`config.mk`:
```
export PLATFORM = sky130hd
export DESIGN_NAME = rotate_right_nocarry_exec
export DESIGN_NICKNAME = d
export VERILOG_FILES = /design/src/hdl/rotate_pkg.sv /design/src/hdl/rotate_byte.sv /design/src/hdl/rotate_right_nocarry_exec.sv
export SDC_FILE = /design/constraint.sdc
export NUM_CORES = 1
export LEC_CHECK = 0
export ABC_AREA = 0
export BUFFER_PORTS_ARGS = -buffer_cell sky130_fd_sc_hd__buf_2
export CAP_MARGIN = 20
export CELL_PAD_IN_SITES_DETAIL_PLACEMENT = 1
export CELL_PAD_IN_SITES_GLOBAL_PLACEMENT = 1
export CORE_MARGIN = 8
export CORE_UTILIZATION = 30
export DETAILED_ROUTE_END_ITERATION = 7
export PLACE_DENSITY = 0.68
export SYNTH_ARGS = -nofsm -noshare
export SYNTH_HDL_FRONTEND = slang
export SYNTH_SLANG_ARGS = --single-unit
```
`constraint.sdc`:
```
create_clock -name clk_i -period 2.9 [get_ports clk_i]
set_input_delay 0.58 -clock clk_i [delete_from_list [all_inputs] [get_ports clk_i]]
set_output_delay 0.58 -clock clk_i [all_outputs]
set_load 0.01 [all_outputs]
```
`src/hdl/rotate_pkg.sv`:
```
package rotate_pkg;

  // Top six opcode bits that select the rotate right without carry instruction.
  localparam logic [5:0]  ROT_OPCODE      = 6'h10;

  // Value of the destination bit that selects the working register.
  localparam logic        DEST_WORKING    = 1'h0;

  // Value of the access bit that selects the access bank.
  localparam logic        ACCESS_BANK_SEL = 1'h0;

  // Highest file address field that means an indexed literal offset.
  localparam logic [7:0]  INDEX_LIMIT     = 8'h5F;

  // First file address field that maps to the upper access bank half.
  localparam logic [7:0]  ACCESS_SPLIT    = 8'h60;

  // Bank numbers that the two halves of the access bank map to.
  localparam logic [3:0]  ACCESS_LOW_BANK = 4'h0;
  localparam logic [3:0]  ACCESS_HIGH_BANK = 4'hF;

  // Reset values of the byte-wide state and of the address.
  localparam logic [7:0]  BYTE_RESET      = 8'h00;
  localparam logic [11:0] ADDR_RESET      = 12'h000;

  // Width figures shared by the files.
  localparam int          DATA_W          = 8;
  localparam int          ADDR_W          = 12;

  // Quarter phases of one instruction cycle, plus the idle state between instructions.
  typedef enum logic [2:0] {
    PH_IDLE,
    PH_DECODE,
    PH_READ,
    PH_PROCESS,
    PH_WRITE
  } phase_e;

  // Fields of one program word of this instruction.
  typedef struct packed {
    logic [5:0] opcode;     // Fixed opcode pattern.
    logic       dest;       // Destination select.
    logic       access;     // Access bank or bank select register.
    logic [7:0] file_addr;  // File address field.
  } instr_s;

  // Request to the data memory: one read and, for a file destination, one write per instruction.
  typedef struct packed {
    logic [11:0] addr;      // Resolved data address.
    logic        rd_en;     // Read strobe, high during the read phase.
    logic        wr_en;     // Write strobe, high during the write phase.
    logic [7:0]  wr_data;   // Data written back to the file register.
  } mem_req_s;

endpackage

```
`src/hdl/rotate_byte.sv`:
```
`timescale 1ns/10ps

// Rotates a byte right by one place with the low bit wrapping to the top, and gives the flags.
module rotate_byte (
  input  wire logic [7:0] data_i,
  output logic      [7:0] data_o,
  output logic            neg_o,
  output logic            zero_o
);

  // The low bit re-enters at the top; no carry takes part.
  assign data_o = {data_i[0], data_i[7:1]};

  // Negative follows the new top bit, zero follows the whole result.
  assign neg_o  = data_o[7];
  assign zero_o = (data_o == 8'h00);

endmodule

```
`src/hdl/rotate_right_nocarry_exec.sv`:
```
`timescale 1ns/10ps

module rotate_right_nocarry_exec (
  input  wire logic                   clk_i,
  input  wire logic                   rst_n_i,
  input  wire logic                   instr_valid_i,
  input  wire rotate_pkg::instr_s     instr_i,
  input  wire logic                   ext_set_en_i,
  input  wire logic [3:0]             bank_select_reg_i,
  input  wire logic [11:0]            index_base_i,
  input  wire logic [7:0]             rd_data_i,
  output rotate_pkg::mem_req_s        mem_req_o,
  output logic      [7:0]             w_reg_o,
  output logic                        flag_n_o,
  output logic                        flag_z_o,
  output logic                        flag_we_o,
  output logic                        busy_o,
  output logic                        done_o
);
  import rotate_pkg::*;

  // Phase of the instruction cycle in progress.
  phase_e      phase_reg;
  phase_e      phase_next;

  // Program word captured when the instruction is taken.
  instr_s      instr_reg;

  // Operand byte read in the read phase, left untouched through the write phase.
  logic [7:0]  operand_reg;

  // Registered outputs.
  mem_req_s    mem_req_reg;
  logic [7:0]  w_reg;
  logic        flag_n_reg;
  logic        flag_z_reg;
  logic        flag_we_reg;
  logic        done_reg;

  // Decoded fields of the captured word.
  wire         take_w;          // A matching word is accepted this cycle.
  wire  [7:0]  f_w;             // File address field.
  wire         dest_file_w;     // Result goes back to the file register.
  wire         access_bank_w;   // Access bank addressing chosen.
  wire         indexed_w;       // Indexed literal offset addressing chosen.
  wire  [11:0] access_addr_w;   // Address inside the access bank.
  wire  [11:0] banked_addr_w;   // Address in the bank the bank register names.
  wire  [11:0] indexed_addr_w;  // Index base plus the literal offset.
  wire  [11:0] resolved_addr_w; // Address finally used.

  // Rotator outputs.
  wire  [7:0]  rot_data_w;
  wire         rot_neg_w;
  wire         rot_zero_w;

  // Only a word with the right opcode is taken, and only between instructions.
  assign take_w        = instr_valid_i && (phase_reg == PH_IDLE) && (instr_i.opcode == ROT_OPCODE);

  assign f_w           = instr_reg.file_addr;
  assign dest_file_w   = (instr_reg.dest != DEST_WORKING);
  assign access_bank_w = (instr_reg.access == ACCESS_BANK_SEL);

  // Low fields become an indexed offset only with the extended set on.
  assign indexed_w     = ext_set_en_i && access_bank_w && (f_w <= INDEX_LIMIT);

  // The access bank is split: low half in the first bank, high half in the last.
  assign access_addr_w = (f_w < ACCESS_SPLIT) ? {ACCESS_LOW_BANK, f_w}
                                              : {ACCESS_HIGH_BANK, f_w};

  // The bank register supplies the upper bits of a banked address.
  assign banked_addr_w = {bank_select_reg_i, f_w};

  // The offset is added to the index base; overflow wraps in the data space.
  assign indexed_addr_w = index_base_i + {4'h0, f_w};

  // Indexed mode overrides the plain access bank, which overrides the banked address.
  assign resolved_addr_w = indexed_w     ? indexed_addr_w :
                           access_bank_w ? access_addr_w  :
                                           banked_addr_w;

  // Rotation of the operand held from the read phase.
  rotate_byte u_rotate (
    .data_i (operand_reg),
    .data_o (rot_data_w),
    .neg_o  (rot_neg_w),
    .zero_o (rot_zero_w)
  );

  // Phase sequencing: one quarter phase per clock, back to idle after the write.
  always_comb begin
    phase_next = phase_reg;
    unique case (phase_reg)
      PH_IDLE:    phase_next = take_w ? PH_DECODE : PH_IDLE;
      PH_DECODE:  phase_next = PH_READ;
      PH_READ:    phase_next = PH_PROCESS;
      PH_PROCESS: phase_next = PH_WRITE;
      PH_WRITE:   phase_next = PH_IDLE;
    endcase
  end

  // Phase register.
  always_ff @(posedge clk_i) begin
    if (!rst_n_i) begin
      phase_reg <= PH_IDLE;
    end else begin
      phase_reg <= phase_next;
    end
  end

  // The program word is held for the whole instruction.
  always_ff @(posedge clk_i) begin
    if (!rst_n_i) begin
      instr_reg <= '0;
    end else if (take_w) begin
      instr_reg <= instr_i;
    end
  end

  // Decode resolves the address and raises the read strobe; process sets up the write.
  // The whole request struct lives in this one process so that it has a single driver.
  always_ff @(posedge clk_i) begin
    if (!rst_n_i) begin
      mem_req_reg.addr    <= ADDR_RESET;
      mem_req_reg.rd_en   <= 1'b0;
      mem_req_reg.wr_en   <= 1'b0;
      mem_req_reg.wr_data <= BYTE_RESET;
    end else begin
      if (phase_reg == PH_DECODE) begin
        mem_req_reg.addr <= resolved_addr_w;
      end
      mem_req_reg.rd_en <= (phase_reg == PH_DECODE);
      // Write strobe covers the write phase only, and only for a file destination.
      mem_req_reg.wr_en <= (phase_reg == PH_PROCESS) && dest_file_w;
      if (phase_reg == PH_PROCESS) begin
        mem_req_reg.wr_data <= rot_data_w;
      end
    end
  end

  // The operand is caught while the read strobe is high.
  always_ff @(posedge clk_i) begin
    if (!rst_n_i) begin
      operand_reg <= BYTE_RESET;
    end else if (phase_reg == PH_READ) begin
      operand_reg <= rd_data_i;
    end
  end

  // The working register takes the result when it is the destination.
  always_ff @(posedge clk_i) begin
    if (!rst_n_i) begin
      w_reg <= BYTE_RESET;
    end else if ((phase_reg == PH_PROCESS) && !dest_file_w) begin
      w_reg <= rot_data_w;
    end
  end

  // Only the negative and zero flags change, in the write phase.
  always_ff @(posedge clk_i) begin
    if (!rst_n_i) begin
      flag_n_reg  <= 1'b0;
      flag_z_reg  <= 1'b0;
      flag_we_reg <= 1'b0;
      done_reg    <= 1'b0;
    end else begin
      flag_we_reg <= (phase_reg == PH_PROCESS);
      done_reg    <= (phase_reg == PH_PROCESS);
      if (phase_reg == PH_PROCESS) begin
        flag_n_reg <= rot_neg_w;
        flag_z_reg <= rot_zero_w;
      end
    end
  end

  // Busy is registered from the next phase so it lines up with the phases.
  always_ff @(posedge clk_i) begin
    if (!rst_n_i) begin
      busy_o <= 1'b0;
    end else begin
      busy_o <= (phase_next != PH_IDLE);
    end
  end

  // Output drivers, all straight from flip-flops.
  assign mem_req_o = mem_req_reg;
  assign w_reg_o   = w_reg;
  assign flag_n_o  = flag_n_reg;
  assign flag_z_o  = flag_z_reg;
  assign flag_we_o = flag_we_reg;
  assign done_o    = done_reg;
endmodule

```
Word level (Yosys, flattened, before mapping)
Index checks and enable logic that the tools add are counted.
{"block": "word_totals", "regBits": 55, "input_bits": 44, "output_inout_bits": 35}
{"block": "op_classes", "addsub": 1, "magnitude_cmp": 2, "n_eq_ne": 5, "mux": 5, "bitwise_logic": 1, "n_reduce_logical": 10}
{"op": "2-to-1 mux 12 bit", "n": 3}
{"op": "case mux 3 bit (5 select lines)", "n": 1}
{"op": "adder 12 x 8 -> 12 bit", "n": 1}
{"op": "<= comparator 8 x 7 -> 1 bit (second input constant)", "n": 1}
{"op": "logical NOT 8 bit", "n": 1}
{"op": "less-than comparator 8 x 7 -> 1 bit (second input constant)", "n": 1}
{"op": "equality test 3 x 2 -> 1 bit (second input constant)", "n": 2}
{"op": "equality test 6 x 5 -> 1 bit (second input constant)", "n": 1}
{"op": "logical AND 1 bit", "n": 6}
{"op": "equality test 3 x 1 -> 1 bit (second input constant)", "n": 1}
{"op": "equality test 3 bit (second input constant)", "n": 1}
{"op": "logical NOT 3 bit", "n": 1}
{"op": "nonzero test 3 bit", "n": 1}
{"op": "logical NOT 1 bit", "n": 1}
{"op": "2-to-1 mux 1 bit", "n": 1}
{"op": "inverter 1 bit", "n": 1}

Depth between registers and ports, before layout
{"block": "logic_depth", "word_depth": 6, "ltp_mapped": 8}

Modules after synthesis
A second synthesis with hierarchy kept.
{"block": "hier_totals", "cells_unflattened": 299, "area_unflattened_um2": 2671.3}
{"module": "rotate_right_nocarry_exec", "n_inst": 1, "cells_per_inst": 287, "area_per_inst_um2": 2585.0, "seq_area_each_um2": 1101.1}
{"module": "rotate_byte", "n_inst": 1, "cells_per_inst": 12, "area_per_inst_um2": 86.3, "seq_area_each_um2": 0.0}

Least setup slack after synthesis
No wires, ideal clock.
{"block": "synth_path", "path_kind": "in2reg", "startpoint": "input port index_base_i[0]", "endpoint": "register mem_req_reg, in the netlist mem_req_o[16]", "setup_time_ps": 122, "t_arrival_ps": 1990, "required_time_ps": 2778, "setup_slack_ps": 788, "cell_stages": 8, "cell_sequence": "ha_1 -> inv_1 -> fa_1 -> nor2b_1 -> o211ai_1 -> a21boi_0 -> mux2i_1 -> o311a_1"}
{"block": "synth_via", "elab_chain_len": 2}
{"element": "start: declaration", "line": "rotate_right_nocarry_exec.sv:10", "text": "input wire logic [11:0] index_base_i,"}
{"element": "adder 12 x 8 -> 12 bit", "line": "rotate_right_nocarry_exec.sv:74", "text": "assign indexed_addr_w = index_base_i + {4'h0, f_w};"}
{"element": "2-to-1 mux 12 bit", "line": "rotate_right_nocarry_exec.sv:77", "text": "assign resolved_addr_w = indexed_w ? indexed_addr_w :"}
{"element": "end: declaration", "line": "rotate_right_nocarry_exec.sv:33", "text": "mem_req_s mem_req_reg;"}
No other way between the ends.
A chain may end at the register's enable or synchronous reset.

Final worst setup path
{"block": "layout_path", "startpoint": "register instr_reg, in the netlist f_w[0]", "endpoint": "register mem_req_reg, in the netlist mem_req_o[16]"}
{"block": "layout_via", "elab_chain_len": 3, "word_cells_on_any_way": 4, "cone_classes": "add/sub: 1; order compare: 1; mux: 1; reduce/logical: 1"}
{"element": "start: declaration", "line": "rotate_right_nocarry_exec.sv:27", "text": "instr_s instr_reg;"}
{"element": "start signal: assignment", "line": "rotate_right_nocarry_exec.sv:115", "text": "instr_reg <= instr_i;"}
{"element": "branches (longest 2 deep; another with adder 12 x 8 -> 12 bit)"}
{"element": "2-to-1 mux 12 bit *", "line": "rotate_right_nocarry_exec.sv:77"}
Mark *: on every way between the ends.

==> summary.txt <==
Die
  • Starting Density: 30.5%
  • Full die area: 12,000 um2
  • Placeable Area: between 8000 and 9000 um2
  • Die height: 110 um
  • Die Span X: between 100 and 150 um
  • Ports: about 80
  • FP Rows: 34

Power and ir drop
  • Final Power: 1.31 mW
  • PD cells: between 400 and 500 nW/um2
  • Leakage power total: 1.43 nW
  • VDD IR max: about 0.00020 V

Worst setup path
  • CP bufs+invs: 1
  • FF-to-FF setup slack: 0.82 ns
  • CP top delay family: compound AO/OA/AOI/OAI gates
  • Critical path's slowest cell: dfxtp_1
  • RR Endpoint: mem_req_o[16]$_SDFFE_PN0P_
  • Crit path depth: 8
  • Worst R2R Start: f_w[0]$_SDFFE_PN0P_
  • CP cell instances: ha_1, inv_1, fa_1, nor2b_1, o211ai_1, a21boi_0, mux2i_1, o311a_1
  • Arrival @ worst endpoint: 2.28 ns
  • CP Class: reg -> reg
  • Worst path max stage delay: 0.37 ns
  • CP endpoint: mem_req_o[16]$_SDFFE_PN0P_
  • Max Fanout on Critical Path: 3
  • R2R cell count: 8
  • Crit end category: flip-flop
  • Worst setup path start: f_w[0]$_SDFFE_PN0P_
  • Critical Path RT: between 3 and 4 ns
  • Startpoint class of the critical path: flip-flop

Clocking
  • CTS resizes: 0
  • Postcts setup bufs: 0
  • Clock sink count: 54
  • Root Buffer: clkbuf_8
  • Clk pin slew, worst setup/hold paths: 0.10 ns
  • CTS tree: yes
  • # H-tree levels: 2
  • Hold_buf cts: 0
  • TritonCTS Buffers: 5
  • Clock buffer depth: 2
  • Clock Latency Late Sink: 0.31 ns

Yosys
  • Post-synth EDFFs: 0
  • Synth Instances: 306
  • Asr flop ratio synth: 0%
  • Post-synthesis register bit count: 54
  • Distinct cells, synth: 50
  • Top FF cell, synth: dfxtp_1
  • Mapped Nets: around 360
  • Ys Warns: 0
  • Avg Inst Size Synth: 8.62 um2
  • Register area share after synthesis: 41.0%
  • Mapped Area: 2640 um2

Finish
  • Diodes inserted: 0
  • Most frequent cells in the layout: buf_2 (78), nand2_1 (63), dfxtp_1 (54)
  • Max reg flops: 22
  • Final core occ: 37.1%
  • Area occupied by registers: 1080 um2
  • Layout cell share with drive strength beyond 1: 25.9%
  • Commonest non-fill, non-tap cell in the layout: buf_2
  • Final nets: 430
  • Multi-input gate area: 1430 um2
  • Area delta synth->final: 21.5%
  • # fillers: 1,066

Run
  • Max-cap violations: 0

Timing
  • Clock period minus worst slack: 2.08 ns
  • Hold Slack: roughly 0.46 ns
  • # setup viols final: 0
  • Normalized max-slew margin: 61.9%
  • Count of final max-slew check failures: 0
  • Worst Tran Pin Value: between 0.5 and 0.6 ns
  • RSZ-0062 raised after global routing: false
  • Final hold vios: 0
  • Final setup TNS: 0 ns
  • Clock skew: roughly 0.01 ns
  • Max Fclk: between 0.4 and 0.5 GHz
  • Final cycle utilization of the critical path: 71.7%

Drt
  • DRC Markers: 0
  • Antenna viol nets, final: 0
  • Per-cell routed wire length: 15.9 um
  • Via/cell ratio: 4.94
  • Via Count: 2,401
  • Detailed Route WL: a little under 8000 um
  • 1st-iter DRT viols: 64
  • Drt pass-1 iters: 4

GRT
  • Total congestion overflow: 0
  • Tot GR Track Use: 13.2%
  • Vias in the first global route: 2,603
  • Largest net degree at the start of global routing: 33
  • Initial antenna violation count: 0
  • First-pass GRT wire length: 12,600 um

Run status
  • Status: finished clean

Place
  • Dpl hpwl: 5960 um
  • GPL Wtd Cong: between 0.7 and 0.8
  • Port Buffer Count: 78

Worst hold path
  • Worst min-delay path class: reg -> reg
  • Hold path startpoint: mem_req_o[11]$_SDFFE_PN0P_
worst register-to-register path, cell delays in order (launching register included):
cell and delay (ns):
dfxtp_1 0.37, ha_1 0.18, inv_1 0.06, fa_1 0.37, nor2b_1 0.20, o211ai_1 0.16
a21boi_0 0.24, mux2i_1 0.11, o311a_1 0.29
how the worst min path moves through the flow:
stage	to	slack, ns	cells past startpoint
2_1_floorplan	w_reg_o[1]$_SDFFE_PN0P_	0.46	2
3_3_place_gp	mem_req_o[11]$_SDFFE_PN0P_	0.44	2
3_5_place_dp	mem_req_o[11]$_SDFFE_PN0P_	0.45	2
4_1_cts	mem_req_o[11]$_SDFFE_PN0P_	0.47	2
5_1_grt	mem_req_o[11]$_SDFFE_PN0P_	0.48	2
6_report	mem_req_o[11]$_SDFFE_PN0P_	0.46	2
metrics by stage:
step	setup slack [ns]	instances	instance area [um2]
3_3_place_gp	0.584	478	3110
3_5_place_dp	0.504	478	3110
6_report	0.820	486	3210
2_1_floorplan	0.788	306	2640
4_1_cts	0.785	486	3210
5_1_grt	0.652	486	3210
power breakdown:
group	internal [mW]	total, mW	switching [mW]
clock network	0.197	0.462	0.264
logic	0.0469	0.0991	0.0522
registers	0.745	0.748	0.00316
kinds of logic (layout without fill, tap and decap cells):
group | count (synthesis) | after routing | share of synthesized area, %
xor+xnor | 3 | 3 | 0.996
fa+ha+maj | 9 | 9 | 4.55
buf+inv | 28 | 100 | 4.70
simple gates | 120 | 120 | 22.2
flops | 54 | 54 | 41.0
mux | 13 | 13 | 5.12
compound gates | 79 | 79 | 21.4
layer usage:
metal	GRT usage, %	share of wire, %
met3	3.52	6.4
met4	2.60	0.69
met2	23.9	50
met1	15.1	43
met5	0	0
area by class of cell:
type	instances	share of cell area [%]
repair buffers	82	13.1
clock inverters	2	0.507
multi-input cells	224	44.7
clock buffers	6	2.58
well taps	108	4.22
flip-flops and latches	54	33.7
inverters	10	1.17
synth_stat cells, types with 3 or more instances:
cell,count,area share [%]
clkbuf_1,12,1.7
nand2b_1,3,0.71
and2_1,5,1.2
inv_1,10,1.4
a21boi_0,22,6.3
nand2_1,63,9.0
nor3_1,6,1.1
a21oi_1,6,1.1
nor2_1,6,0.85
buf_2,3,0.57
o211ai_1,4,1.1
and3_1,3,0.71
a31oi_1,3,0.71
o21ai_0,18,3.4
o211a_1,4,1.5
ha_1,8,3.8
dfxtp_1,54,41
nand3_1,10,1.9
a21boi_1,6,1.7
mux2i_1,12,4.6
nor2b_1,12,2.8
Note: power is estimated with default switching activity, not from simulation.
